<file path="src/hdl/ssd_pkg.sv">
// Constants shared by the serial status and data buffer block.
// Assumes one bus clock of 250 MHz and a byte-wide register port.
package ssd_pkg;

  // ----------------------------------------------------------------
  // Register offsets
  // ----------------------------------------------------------------
  localparam logic [2:0] OFS_FLAGS = 3'h0; // serial_flags, read only
  localparam logic [2:0] OFS_DATA = 3'h1; // serial_data_port
  localparam logic [2:0] OFS_CTRL = 3'h2; // control_one
  localparam logic [2:0] OFS_EVT = 3'h3; // sticky events, read clears
  localparam logic [2:0] OFS_MASK = 3'h4; // event mask

  // ----------------------------------------------------------------
  // Field positions
  // ----------------------------------------------------------------
  localparam int BIT_RXF = 7; // receive_full_flag
  localparam int BIT_TXE = 5; // transmit_empty_flag
  localparam int BIT_MODE_FAULT_FLAG = 4; // mode_fault_flag
  localparam int CTL_RIE = 7; // receive_irq_enable
  localparam int CTL_TIE = 5; // transmit_empty_irq_enable
  localparam int CTL_CONTROLLER_SELECT = 4; // controller_select
  localparam int CTL_FDE = 2; // fault_detect_enable
  localparam int CTL_SOE = 1; // select_output_enable
  localparam int EVT_RX = 0; // byte received
  localparam int EVT_TX = 1; // transmit buffer freed
  localparam int EVT_MODE_FAULT_FLAG = 2; // mode fault seen
  localparam int EVT_W = 3; // event register width

  // ----------------------------------------------------------------
  // Reset values
  // ----------------------------------------------------------------
  localparam logic RST_TXE = 1'b1; // buffer empty after reset
  localparam logic [7:0] RST_BYTE = 8'h00; // receive and transmit buffers
  localparam logic [EVT_W-1:0] RST_EVT = 3'h0; // events and mask

  // ----------------------------------------------------------------
  // Timing
  // ----------------------------------------------------------------
  localparam int CLK_NS = 4; // bus clock period
  localparam int HALF_NS = 64; // master serial clock half period
  localparam int HALF_CYC = (HALF_NS + CLK_NS - 1) / CLK_NS;
  localparam int DIV_W = 5; // divider counter width
  localparam logic [DIV_W-1:0] DIV_LAST = DIV_W'(HALF_CYC - 1);
  localparam logic [3:0] LAST_BIT = 4'h7; // eighth bit index
  localparam int TXE_REARM_CYC = 2; // idle write to flag set again

endpackage

</file>
<file path="src/hdl/ssd_sync.sv">
// Two flip-flop synchroniser for pins from outside the bus clock.
// Assumes inputs change freely with respect to clock.
`timescale 1ns/1ns
module ssd_sync #(
  parameter int W = 4
) (
  clock,
  rst_n,
  d,
  q
);
  input wire logic clock;
  input wire logic rst_n;
  input wire logic [W-1:0] d;
  output logic [W-1:0] q;

  // First and second stage
  typedef struct packed {
    logic [W-1:0] first;
    logic [W-1:0] second;
  } ssd_sync_t;

  ssd_sync_t s;
  ssd_sync_t next_s;

  // ----------------------------------------------------------------
  // Next state
  // ----------------------------------------------------------------
  always_comb begin
    next_s.first = d;
    next_s.second = s.first;
  end

  // Stages clear to a constant on reset
  always_ff @(posedge clock or negedge rst_n) begin
    if (!rst_n) begin
      s <= '0;
    end else begin
      s <= next_s;
    end
  end

  assign q = s.second;

endmodule // ssd_sync

</file>
<file path="src/hdl/ssd_shifter.sv">
// Eight-bit serial shifter, clock mode idle low, sample on rising edge.
// Assumes sck_in, ss_n_in and sdi already synchronised to clock.
`timescale 1ns/1ns
module ssd_shifter
  import ssd_pkg::*;
(
  input wire logic clock,
  input wire logic rst_n,
  input wire logic master,
  input wire logic load,
  input wire logic [7:0] load_data,
  input wire logic sck_in,
  input wire logic ss_n_in,
  input wire logic sdi,
  output logic busy,
  output logic done,
  output logic [7:0] rx_data,
  output logic sck_out,
  output logic sdo
);

  // Shifter state
  typedef struct packed {
    logic busy;
    logic done;
    logic sck;
    logic sck_d;
    logic smp;
    logic [DIV_W-1:0] div;
    logic [3:0] cnt;
    logic [7:0] sh;
  } ssd_shf_t;

  ssd_shf_t s;
  ssd_shf_t next_s;

  // ----------------------------------------------------------------
  // Edge finding and shifting
  // ----------------------------------------------------------------
  always_comb begin
    logic tick;
    logic rise;
    logic fall;
    logic act;
    tick = 1'b0;
    rise = 1'b0;
    fall = 1'b0;
    act = 1'b0;
    next_s = s;
    next_s.done = 1'b0;
    next_s.sck_d = sck_in;
    if (master) begin
      // Divider counts all the time, but ticks only during a transfer
      act = s.busy;
      tick = s.busy && (s.div == DIV_LAST);
      next_s.div = tick ? '0 : s.div + 1'b1;
      if (tick) begin
        next_s.sck = ~s.sck;
      end
      rise = tick && !s.sck;
      fall = tick && s.sck;
    end else begin
      // Slave follows the sampled link clock while selected
      act = !ss_n_in;
      rise = act && sck_in && !s.sck_d;
      fall = act && !sck_in && s.sck_d;
      next_s.sck = 1'b0;
      if (ss_n_in) begin
        next_s.cnt = '0;
      end
    end
    // Sample the incoming bit
    if (rise) begin
      next_s.smp = sdi;
    end
    // Shift and count bits
    if (fall && act) begin
      next_s.sh = {s.sh[6:0], s.smp};
      next_s.cnt = s.cnt + 1'b1;
      if (s.cnt == LAST_BIT) begin
        next_s.cnt = '0;
        next_s.busy = 1'b0;
        next_s.done = 1'b1;
      end
    end
    // New byte from the transmit buffer
    if (load && !s.busy) begin
      next_s.sh = load_data;
      next_s.busy = 1'b1;
      next_s.div = '0;
      next_s.cnt = '0;
      next_s.sck = 1'b0;
    end
  end

  // Register the state
  always_ff @(posedge clock or negedge rst_n) begin
    if (!rst_n) begin
      s <= '0;
    end else begin
      s <= next_s;
    end
  end

  assign busy = s.busy;
  assign done = s.done;
  assign rx_data = s.sh;
  assign sck_out = s.sck;
  assign sdo = s.sh[7];

endmodule // ssd_shifter

</file>
<file path="src/hdl/ssd_top.sv">
// Status flags and double-buffered data port of a serial interface.
// Assumes a byte register port on the bus clock and unsynchronised pins.
//
// Our own choices: strobed register access and the address map.
`timescale 1ns/1ns

module ssd_top
  import ssd_pkg::*;
(
  input wire logic clock,
  input wire logic rst_n,
  input wire logic [2:0] addr,
  input wire logic [7:0] wdata,
  input wire logic wr,
  input wire logic rd,
  output logic [7:0] rdata,
  output logic irq,
  output logic tx_irq_req,
  output logic rx_irq_req,
  input wire logic sck_i,
  output logic sck_o,
  output logic sck_oe_n,
  input wire logic mosi_i,
  output logic mosi_o,
  output logic mosi_oe_n,
  input wire logic miso_i,
  output logic miso_o,
  output logic miso_oe_n,
  input wire logic ss_n_i,
  output logic ss_n_o,
  output logic ss_n_oe_n
);

  // ----------------------------------------------------------------
  // State
  // ----------------------------------------------------------------
  typedef struct packed {
    logic rxf; // receive_full_flag
    logic txe; // transmit_empty_flag
    logic mode_fault_flag; // mode_fault_flag
    logic see_rxf; // status read saw receive full
    logic see_txe; // status read saw transmit empty
    logic see_mode_fault_flag; // status read saw mode fault
    logic [7:0] rx_buf; // receive buffer
    logic [7:0] tx_buf; // transmit buffer
    logic tx_full; // byte waiting in transmit buffer
    logic rie; // receive_irq_enable
    logic tie; // transmit_empty_irq_enable
    logic controller_select; // controller_select
    logic fde; // fault_detect_enable
    logic soe; // select_output_enable
    logic [EVT_W-1:0] evt; // sticky events
    logic [EVT_W-1:0] msk; // event mask
    logic [7:0] rdata; // read data
    logic irq; // masked event output
    logic tx_irq; // transmit request
    logic rx_irq; // receive and fault request
    logic sck_o; // pin drive values
    logic mosi_o;
    logic miso_o;
    logic ss_o;
    logic sck_oe_n; // pin enables, low drives
    logic mosi_oe_n;
    logic miso_oe_n;
    logic ss_oe_n;
  } ssd_state_t;

  ssd_state_t s;
  ssd_state_t next_s;

  // Synchronised pins
  logic [3:0] pin_q;
  logic sck_q;
  logic ss_n_q;
  logic mosi_q;
  logic miso_q;

  // Shifter side
  logic sh_busy;
  logic sh_done;
  logic [7:0] sh_rx;
  logic sh_sck;
  logic sh_sdo;
  logic ld;

  // Bus decode
  logic flags_rd;
  logic data_rd;
  logic data_wr;
  logic ctrl_wr;

  // ----------------------------------------------------------------
  // Helpers
  // ----------------------------------------------------------------
  // Strobe qualified by an offset
  function automatic logic hit(input logic stb, input logic [2:0] a,
                               input logic [2:0] ofs);
    hit = stb && (a == ofs);
  endfunction

  // Status word, unused bits zero
  function automatic logic [7:0] flags_word(input logic rxf,
                                            input logic txe,
                                            input logic mode_fault_flag);
    logic [7:0] w;
    w = '0;
    w[BIT_RXF] = rxf;
    w[BIT_TXE] = txe;
    w[BIT_MODE_FAULT_FLAG] = mode_fault_flag;
    flags_word = w;
  endfunction

  assign flags_rd = hit(rd, addr, OFS_FLAGS);
  assign data_rd = hit(rd, addr, OFS_DATA);
  assign data_wr = hit(wr, addr, OFS_DATA);
  assign ctrl_wr = hit(wr, addr, OFS_CTRL);

  // ----------------------------------------------------------------
  // Pin synchronisers
  // ----------------------------------------------------------------
  ssd_sync #(
    .W(4)
  ) u_sync (
    .clock(clock),
    .rst_n(rst_n),
    .d({sck_i, ss_n_i, mosi_i, miso_i}),
    .q(pin_q)
  );

  assign sck_q = pin_q[3];
  assign ss_n_q = pin_q[2];
  assign mosi_q = pin_q[1];
  assign miso_q = pin_q[0];

  // queued byte moves
  // Load the shifter whenever a byte waits and it is free
  assign ld = s.tx_full && !sh_busy;

  // ----------------------------------------------------------------
  // Shifter
  // ----------------------------------------------------------------
  ssd_shifter u_shf (
    .clock(clock),
    .rst_n(rst_n),
    .master(s.controller_select),
    .load(ld),
    .load_data(s.tx_buf),
    .sck_in(sck_q),
    .ss_n_in(ss_n_q),
    .sdi(s.controller_select ? miso_q : mosi_q),
    .busy(sh_busy),
    .done(sh_done),
    .rx_data(sh_rx),
    .sck_out(sh_sck),
    .sdo(sh_sdo)
  );

  // ----------------------------------------------------------------
  // Next state
  // ----------------------------------------------------------------
  always_comb begin
    logic rx_clr;
    logic [EVT_W-1:0] ev_set;
    rx_clr = 1'b0;
    ev_set = '0;
    next_s = s;

    // Status read arms the clear sequences
    if (flags_rd) begin
      next_s.see_rxf = s.rxf;
      next_s.see_txe = s.txe;
      next_s.see_mode_fault_flag = s.mode_fault_flag;
    end

    if (data_rd && s.see_rxf && s.rxf) begin
      rx_clr = 1'b1;
      next_s.rxf = 1'b0;
      next_s.see_rxf = 1'b0;
    end

    if (sh_done) begin
      if (!s.rxf || rx_clr) begin
        next_s.rx_buf = sh_rx;
        next_s.rxf = 1'b1;
        ev_set[EVT_RX] = 1'b1;
      end
      // otherwise overrun: old byte kept silently
    end

    if (data_wr && s.see_txe && s.txe) begin
      next_s.tx_buf = wdata;
      next_s.tx_full = 1'b1;
      next_s.txe = 1'b0;
      next_s.see_txe = 1'b0;
    end

    if (ld) begin
      next_s.tx_full = 1'b0;
      next_s.txe = 1'b1;
      ev_set[EVT_TX] = 1'b1;
    end

    if (ctrl_wr) begin
      next_s.rie = wdata[CTL_RIE];
      next_s.tie = wdata[CTL_TIE];
      next_s.controller_select = wdata[CTL_CONTROLLER_SELECT];
      next_s.fde = wdata[CTL_FDE];
      next_s.soe = wdata[CTL_SOE];
      if (s.see_mode_fault_flag && s.mode_fault_flag) begin
        next_s.mode_fault_flag = 1'b0;
        next_s.see_mode_fault_flag = 1'b0;
      end
    end

    // fault input only in one setting
    if (s.controller_select && s.fde && !s.soe) begin
      if (!ss_n_q) begin
        next_s.mode_fault_flag = 1'b1;
        ev_set[EVT_MODE_FAULT_FLAG] = !s.mode_fault_flag;
      end
    end

    // Mask register
    if (hit(wr, addr, OFS_MASK)) begin
      next_s.msk = wdata[EVT_W-1:0];
    end

    // Event register: read clears, new events win
    if (hit(rd, addr, OFS_EVT)) begin
      next_s.evt = ev_set;
    end else begin
      next_s.evt = s.evt | ev_set;
    end

    // read mux, data one cycle later
    next_s.rdata = '0;
    if (rd) begin
      case (addr)
        OFS_FLAGS: next_s.rdata = flags_word(s.rxf, s.txe, s.mode_fault_flag);
        OFS_DATA: next_s.rdata = s.rx_buf;
        OFS_CTRL: begin
          next_s.rdata[CTL_RIE] = s.rie;
          next_s.rdata[CTL_TIE] = s.tie;
          next_s.rdata[CTL_CONTROLLER_SELECT] = s.controller_select;
          next_s.rdata[CTL_FDE] = s.fde;
          next_s.rdata[CTL_SOE] = s.soe;
        end
        OFS_EVT: next_s.rdata[EVT_W-1:0] = s.evt;
        OFS_MASK: next_s.rdata[EVT_W-1:0] = s.msk;
        default: next_s.rdata = '0;
      endcase
    end

    // Interrupt outputs follow the next flag values
    next_s.irq = |(next_s.evt & next_s.msk);
    next_s.tx_irq = next_s.txe && next_s.tie;
    next_s.rx_irq = (next_s.rxf || next_s.mode_fault_flag) && next_s.rie;

    // Pin drive: master owns clock and data out
    next_s.sck_o = sh_sck;
    next_s.mosi_o = sh_sdo;
    next_s.miso_o = sh_sdo;
    next_s.sck_oe_n = !s.controller_select;
    next_s.mosi_oe_n = !s.controller_select;
    // Slave drives its output only while selected
    next_s.miso_oe_n = s.controller_select || ss_n_q;
    // Automatic select output, low during a transfer
    next_s.ss_o = !sh_busy;
    next_s.ss_oe_n = !(s.controller_select && s.fde && s.soe);
  end

  // ----------------------------------------------------------------
  // Registers
  // ----------------------------------------------------------------
  always_ff @(posedge clock or negedge rst_n) begin
    if (!rst_n) begin
      s <= '0;
      s.txe <= RST_TXE;
      s.rx_buf <= RST_BYTE;
      s.tx_buf <= RST_BYTE;
      s.evt <= RST_EVT;
      s.msk <= RST_EVT;
      s.ss_o <= 1'b1;
      s.sck_oe_n <= 1'b1;
      s.mosi_oe_n <= 1'b1;
      s.miso_oe_n <= 1'b1;
      s.ss_oe_n <= 1'b1;
    end else begin
      s <= next_s;
    end
  end

  assign rdata = s.rdata;
  assign irq = s.irq;
  assign tx_irq_req = s.tx_irq;
  assign rx_irq_req = s.rx_irq;
  assign sck_o = s.sck_o;
  assign sck_oe_n = s.sck_oe_n;
  assign mosi_o = s.mosi_o;
  assign mosi_oe_n = s.mosi_oe_n;
  assign miso_o = s.miso_o;
  assign miso_oe_n = s.miso_oe_n;
  assign ss_n_o = s.ss_o;
  assign ss_n_oe_n = s.ss_oe_n;
endmodule // ssd_top

</file>
<file path="config.mk">
export PLATFORM = sky130hd
export DESIGN_NAME = ssd_top
export DESIGN_NICKNAME = d
export VERILOG_FILES = /design/src/hdl/ssd_pkg.sv /design/src/hdl/ssd_sync.sv /design/src/hdl/ssd_shifter.sv /design/src/hdl/ssd_top.sv
export SDC_FILE = /design/constraint.sdc
export NUM_CORES = 1
export LEC_CHECK = 0
export BUFFER_PORTS_ARGS = -buffer_cell sky130_fd_sc_hd__buf_2
export CAP_MARGIN = 20
export CORE_MARGIN = 2
export CORE_UTILIZATION = 25
export DETAILED_ROUTE_END_ITERATION = 7
export PLACE_DENSITY = 0.46
export SKIP_LAST_GASP = 1
export SLEW_MARGIN = 20
export SYNTH_ARGS = -nofsm -noshare
export SYNTH_HDL_FRONTEND = slang
export SYNTH_SLANG_ARGS = --single-unit
</file>
<file path="constraint.sdc">
create_clock -name clock -period 1.9 [get_ports clock]
set_clock_uncertainty 0.2 [all_clocks]
set_input_delay 0.19 -clock clock [delete_from_list [all_inputs] [get_ports clock]]
set_output_delay 0.19 -clock clock [all_outputs]
set_load 0.02 [all_outputs]
</file>
Yosys cells after proc, flatten, opt, wreduce, memory -nomap -nowiden:

Cells that the tools add are included.

* register bits: 81
* output and inout port bits: 19
* bits of input ports: 19
* logic and storage cells: 149

* reduce and logical (&&, ||, !) cells: 51
* $add $sub $neg: 2
* bitwise logic cells: 3
* eq/ne operators: 8
* mux-type cells: 49

Operators by type and width (count)
* $mux W1: 31
* $logic_and A1 B1 Y1: 26
* $mux W17: 1
* $mux W5: 3
* $mux W12: 1
* $mux W4: 3
* $reduce_bool A2 Y1: 6
* $logic_not A1 Y1: 10
* $mux W3: 3
* $mux W8: 1
* $pmux W2 S4: 1
* $eq A3 B2 Y1 const B: 2
* $ne A3 B1 Y1 const B: 2
* $pmux W1 S3: 2
* $pmux W2 S3: 1
* $reduce_and A2 Y1: 3
* $add A5 B1 Y5 const B: 1
* $eq A5 B4 Y1 const B: 1
* $add A4 B1 Y4 const B: 1
* $eq A4 B3 Y1 const B: 1
* $mux W2: 2
* $and A3 B3 Y3: 1
* $eq A3 B1 Y1 const B: 1
* $eq A3 B3 Y1 const B: 1
* 6 further kinds: 8

Logic depth before layout (Yosys ltp):

* depth after elaboration: 12
* gate-level depth with buffers: 6
* depth with buffers taken out: 5

Hierarchy:

Synthesis repeated with hierarchy kept, for this count alone.

* cells, all modules: 287
* area total of the unflattened synthesis: 3534.6 um^2

By module, submodules not included
* ssd_top: times used 1, area each 2157.1 um^2, seq. area each 1282.5 um^2, cells each 167
* ssd_shifter: times used 1, area each 1177.4 um^2, seq. area each 550.5 um^2, cells each 112
* ssd_sync: times used 1, area each 200.2 um^2, seq. area each 200.2 um^2, cells each 8

Worst setup path after synthesis:

Ideal clock, no wire load.

* path kind: register to register
* start point: register s[27] (netlist bit)
* end point: register u_shf.s[8] (netlist bit)
* data required time: 1.622 ns
* path buffers: 0
* arrival: 1.488 ns
* library setup time: 0.078 ns
* path slack: 0.134 ns
* clock period less this slack: 1.766 ns
* stages on the path, launching flop included: 5
* cell sequence: dfrtp_1 > or4b_4 > o21a_4 > or3_1 > a21oi_1

* longest elaborated chain between the ends: 4
* elaborated cells on any way between the ends: 8
* those cells by class: eq/ne: 1; mux: 4; reduce/logical: 3

Ends and longest elaborated chain
* start: declaration: line ssd_top.sv:68 `ssd_state_t s;`
* start signal: assignment: line ssd_top.sv:289 `s <= next_s;`
* $mux W1: line ssd_shifter.sv:52 `if (master) begin`
* $logic_and A1 B1 Y1: line ssd_shifter.sv:77 `if (fall && act) begin`
* $ne A3 B1 Y1 (no line) (tied with other cells)
* $reduce_and A2 Y1 (no line) or $mux W17 (tied branches)
* end signal: assignment: line ssd_shifter.sv:101 `s <= next_s;`
* end: declaration: line ssd_shifter.sv:34 `ssd_shf_t s;`

Parallel ways exist; a longest one is shown, timed or not. The select of a mux whose other input is x is not followed.
A chain may end at the register's enable or synchronous reset.

==> out/results.tsv <==
stage	metric	value	unit
finish	final cell utilization of the core	32.7	%
cts	cts bufs inserted	9	
synthesis	Netlist cell types	47	
critical_path	Reg2Reg Depth	5	
synthesis	leading cell type by number of instances after synthesis	dfrtp_1	
placement	gp weighted congestion	0.773	
cts	clock input transition at the sequential cells of the worst setup and hold paths	60	ps
synthesis	area leader, netlist	dfrtp_1	
die	std cell rows	42	
grt	via count of the first global-routing pass	2471	
finish	number of diodes added for antenna fixing	0	
job	max_cap viols	0	
detailed_routing	number of design-rule violations left by the first detailed-router iteration	108	
finish	filler instances	1357	
die	effective utilization at floorplan	25.7	%
finish	share of cells above drive strength 1	31.6	%
synthesis	Mean Syn Cell Area	11.9	sq um
sta	total count of hold-check failures in the final report	0	
die	Die Area	14700	sq um
synthesis	area share of the largest cell type after synthesis	55.3	%
detailed_routing	via total after detailed routing	2308	
sta	headroom to the max-slew limit	67.5	%
synthesis	Gate Count Post-Synth	288	
synthesis	post-synthesis instance area	3440	sq um
grt	wire length of the first global-routing pass	12900	um
critical_path	CP delay by family, top	simple AND/OR/NAND/NOR gates	
die	top-level port count	38	
critical_path	Worst Setup End Kind	flip-flop	
sta	max frequency	556	MHz
detailed_routing	Post-route DRC	0	
critical_path	Max stage delay on crit path	470	ps
hold_path	capture endpoint of the worst hold path	rdata[0]	
detailed_routing	routed length per instance	14.5	um
grt	Remaining Overflow, GRT	0	
critical_path	Worst EP arrival	1870	ps
status	status	finished, final reports clean	
critical_path	startpoint kind of the worst setup timing path	flip-flop	
synthesis	number of flops mapped to enable cells by yosys	0	
synthesis	biggest area contributors in the synthesized netlist	dfrtp_1, mux2_2, mux2i_1, dfstp_2, o21ai_0	
sta	final worst path period need	1800	ps
die	Die Height	121	um
grt	initial antenna violation count	0	
cts	CTS tree	done	
synthesis	Post-Synthesis Net Count	309	
detailed_routing	total iterations of the first detailed-routing run	4	
synthesis	leading cell types by count after synthesis	dfrtp_1, mux2_2, nand2_1	
cts	H-tree Lvls	3	
critical_path	sum of buffers and inverters on the critical path	1	
finish	Layout Nets	370	
critical_path	largest fanout of any net on the critical path	12	
critical_path	master of the slowest instance on the critical path	or4bb_1	
critical_path	reg-to-reg startpoint	s[27]	
finish	multi-input combinational cell area	1250	sq um
power	Leak Pwr	2.01	nW
synthesis	Yosys Warn Count	0	
critical_path	series of cell instances along the critical path	buf_4 -> or4bb_1 -> o2bb2ai_1 -> and2_1 -> a221o_1	
power	power per cell area	1130	nW/um^2
synthesis	Primary FF master, synth	dfrtp_1	
sta	Finish-stage setup viols	0	
critical_path	worst setup slack for register-to-register paths	100	ps
power	largest vdd supply drop	0.000574	V
grt	largest net degree at the start of global routing	36	
cts	number of post-CTS setup repair buffers	0	
hold_path	Hold Path Class	input pin to flip-flop	
power	total power	4.91	mW
critical_path	required time of the critical path	1970	ps
placement	number of buffers inserted by port buffering	37	
sta	final slew viol count	0	
die	Floorplan Core Area	13300	sq um
placement	Post-DP HPWL	5460	um
cts	Root Buffer Master	clkbuf_16	
sta	post-route fraction of the period consumed by the critical path	94.7	%
sta	setup repair after global routing missed its margin	true	
sta	actual slew at the worst max-slew pin	487	ps
grt	GRT Overall Usage	11.5	%
finish	combined flip-flop and latch cell area	2030	sq um
synthesis	sequential element share of the synthesized area	59.2	%
die	Die X-Extent	121	um
sta	Hold WS	21.6	ps
synthesis	async set or reset register ratio after synthesis	100	%
hold_path	Worst Hold Path Cells	3	
critical_path	Reg-to-Reg End	irq	
cts	clock latency of the later-clocked register in the worst-skew pair	330	ps
hold_path	startpoint of the lowest-slack hold path	rd	
detailed_routing	residual antenna-violating net count after detailed routing	0	
detailed_routing	wirelength, routed	7660	um
synthesis	number of synthesized register bits	81	
cts	clock sink count	81	
cts	number of buffers on the longest clock path	2	
detailed_routing	number of vias per cell	4.35	
critical_path	Critical Setup Path Class	flip-flop to flip-flop	
finish	layout overhead on the synthesized area	26.9	%
layout by cell type (no fill, tap or decap), types with 2 or more instances in the layout:
cell type,netlist,routed
dfrtp_1,76,76
buf_2,5,36
mux2_2,25,25
nand2_1,21,21
buf_4,10,19
o21ai_0,18,18
mux2i_1,15,15
nor2_1,13,13
nand3_1,13,13
dlygate4sd3_1,0,13
a21oi_1,12,12
clkbuf_16,0,9
inv_1,6,6
nor2b_1,6,6
and2_1,5,5
a31oi_1,5,5
dfstp_2,5,5
nand3b_1,4,4
buf_12,0,4
nand2b_1,3,3
and3_1,3,3
nand4_1,2,2
a22oi_1,2,2
a21o_1,2,2
a21boi_0,2,2
or2_2,2,2
nor3_1,2,2
nor4_1,2,2
clkbuf_1,6,2
worst reg2reg max path, delay by kind of cell (launching register included):
kind                   cells  cell delay [ps]
flip-flops                 1              340
buffers and inverters      1              190
AND/OR/NAND/NOR            2              630
AO/OA/AOI/OAI              2              370
where the power goes:
| part | leakage, nW | switching [mW] | internal (mW) | total [mW] |
|---|---|---|---|---|
| logic | 0.840 | 0.424 | 0.424 | 0.848 |
| clock network | 0.143 | 0.671 | 1.06 | 1.73 |
| registers | 1.03 | 0.256 | 2.08 | 2.34 |
| total | 2.01 | 1.35 | 3.56 | 4.91 |
logic make-up (layout without fill, tap and decap cells):
kind of cell | Yosys count | in the layout | share of synthesized area [%]
simple gates | 87 | 87 | 14.2
xor+xnor | 1 | 1 | 0.255
buf+inv | 29 | 95 | 4.66
flops | 81 | 81 | 59.2
compound gates | 48 | 48 | 8.48
mux | 40 | 40 | 12.6
fa+ha+maj | 2 | 2 | 0.728
per-layer routing:
metal	wire length (um)	part of all wire, %	track usage (%)	up-vias
li1	-	-	-	1122
met3	318	4.2	3.48	9
met2	3640	47	18.2	38
met4	102	1.3	3.02	0
met5	0	0	0	-
met1	3600	47	15.5	1139
through the flow:
step	setup TNS, ps	setup WS, ps	instance area [sq um]	cells
final	0	101	4360	530
after global routing	-58.2	-32.1	4360	530
after CTS	0	76.2	4350	530
after detailed placement	-2.52	-2.52	3930	501
after floorplan	0	134	3440	288
after global placement	0	39.2	3930	501
timing repair:
action	CTS	global route
endpoints found under the hold margin	53	0
hold buffers	13	0
endpoints found under the setup margin	0	12
resized for setup	0	2
flip-flops by register name (all words and copies together), names as in the netlist:
signal and flops:
u_shf.sck_out 1, u_shf.busy 1, mosi_oe_n 1, u_sync.q 4, ss_n_o 1, sck_o 1
rdata 8, irq 1, miso_o 1, u_shf.rx_data 8, u_sync.next_s 4, s 34
rx_irq_req 1, u_shf.done 1, ss_n_oe_n 1, tx_irq_req 1, u_shf.s 11, miso_oe_n 1
final cells by class:
type | count | area share [%]
tap | 176 | 5.05
clock buffer | 12 | 5.65
clock inverter | 4 | 1.18
timing repair buffer | 72 | 12.2
multi-input combinational | 178 | 28.7
sequential | 81 | 46.6
inverter | 7 | 0.602
worst max-delay path by stage:
stage / to / cells after the start / startpoint
3_3_place_gp: irq / 5 / addr[0]
5_1_grt: u_shf.rx_data[1] / 6 / u_shf.s[12]
2_1_floorplan: u_shf.s[8] / 4 / s[27]
3_5_place_dp: irq / 5 / addr[0]
6_report: irq / 5 / s[27]
4_1_cts: u_shf.s[8] / 5 / u_shf.s[12]
Power figures use the tool's default switching activity.
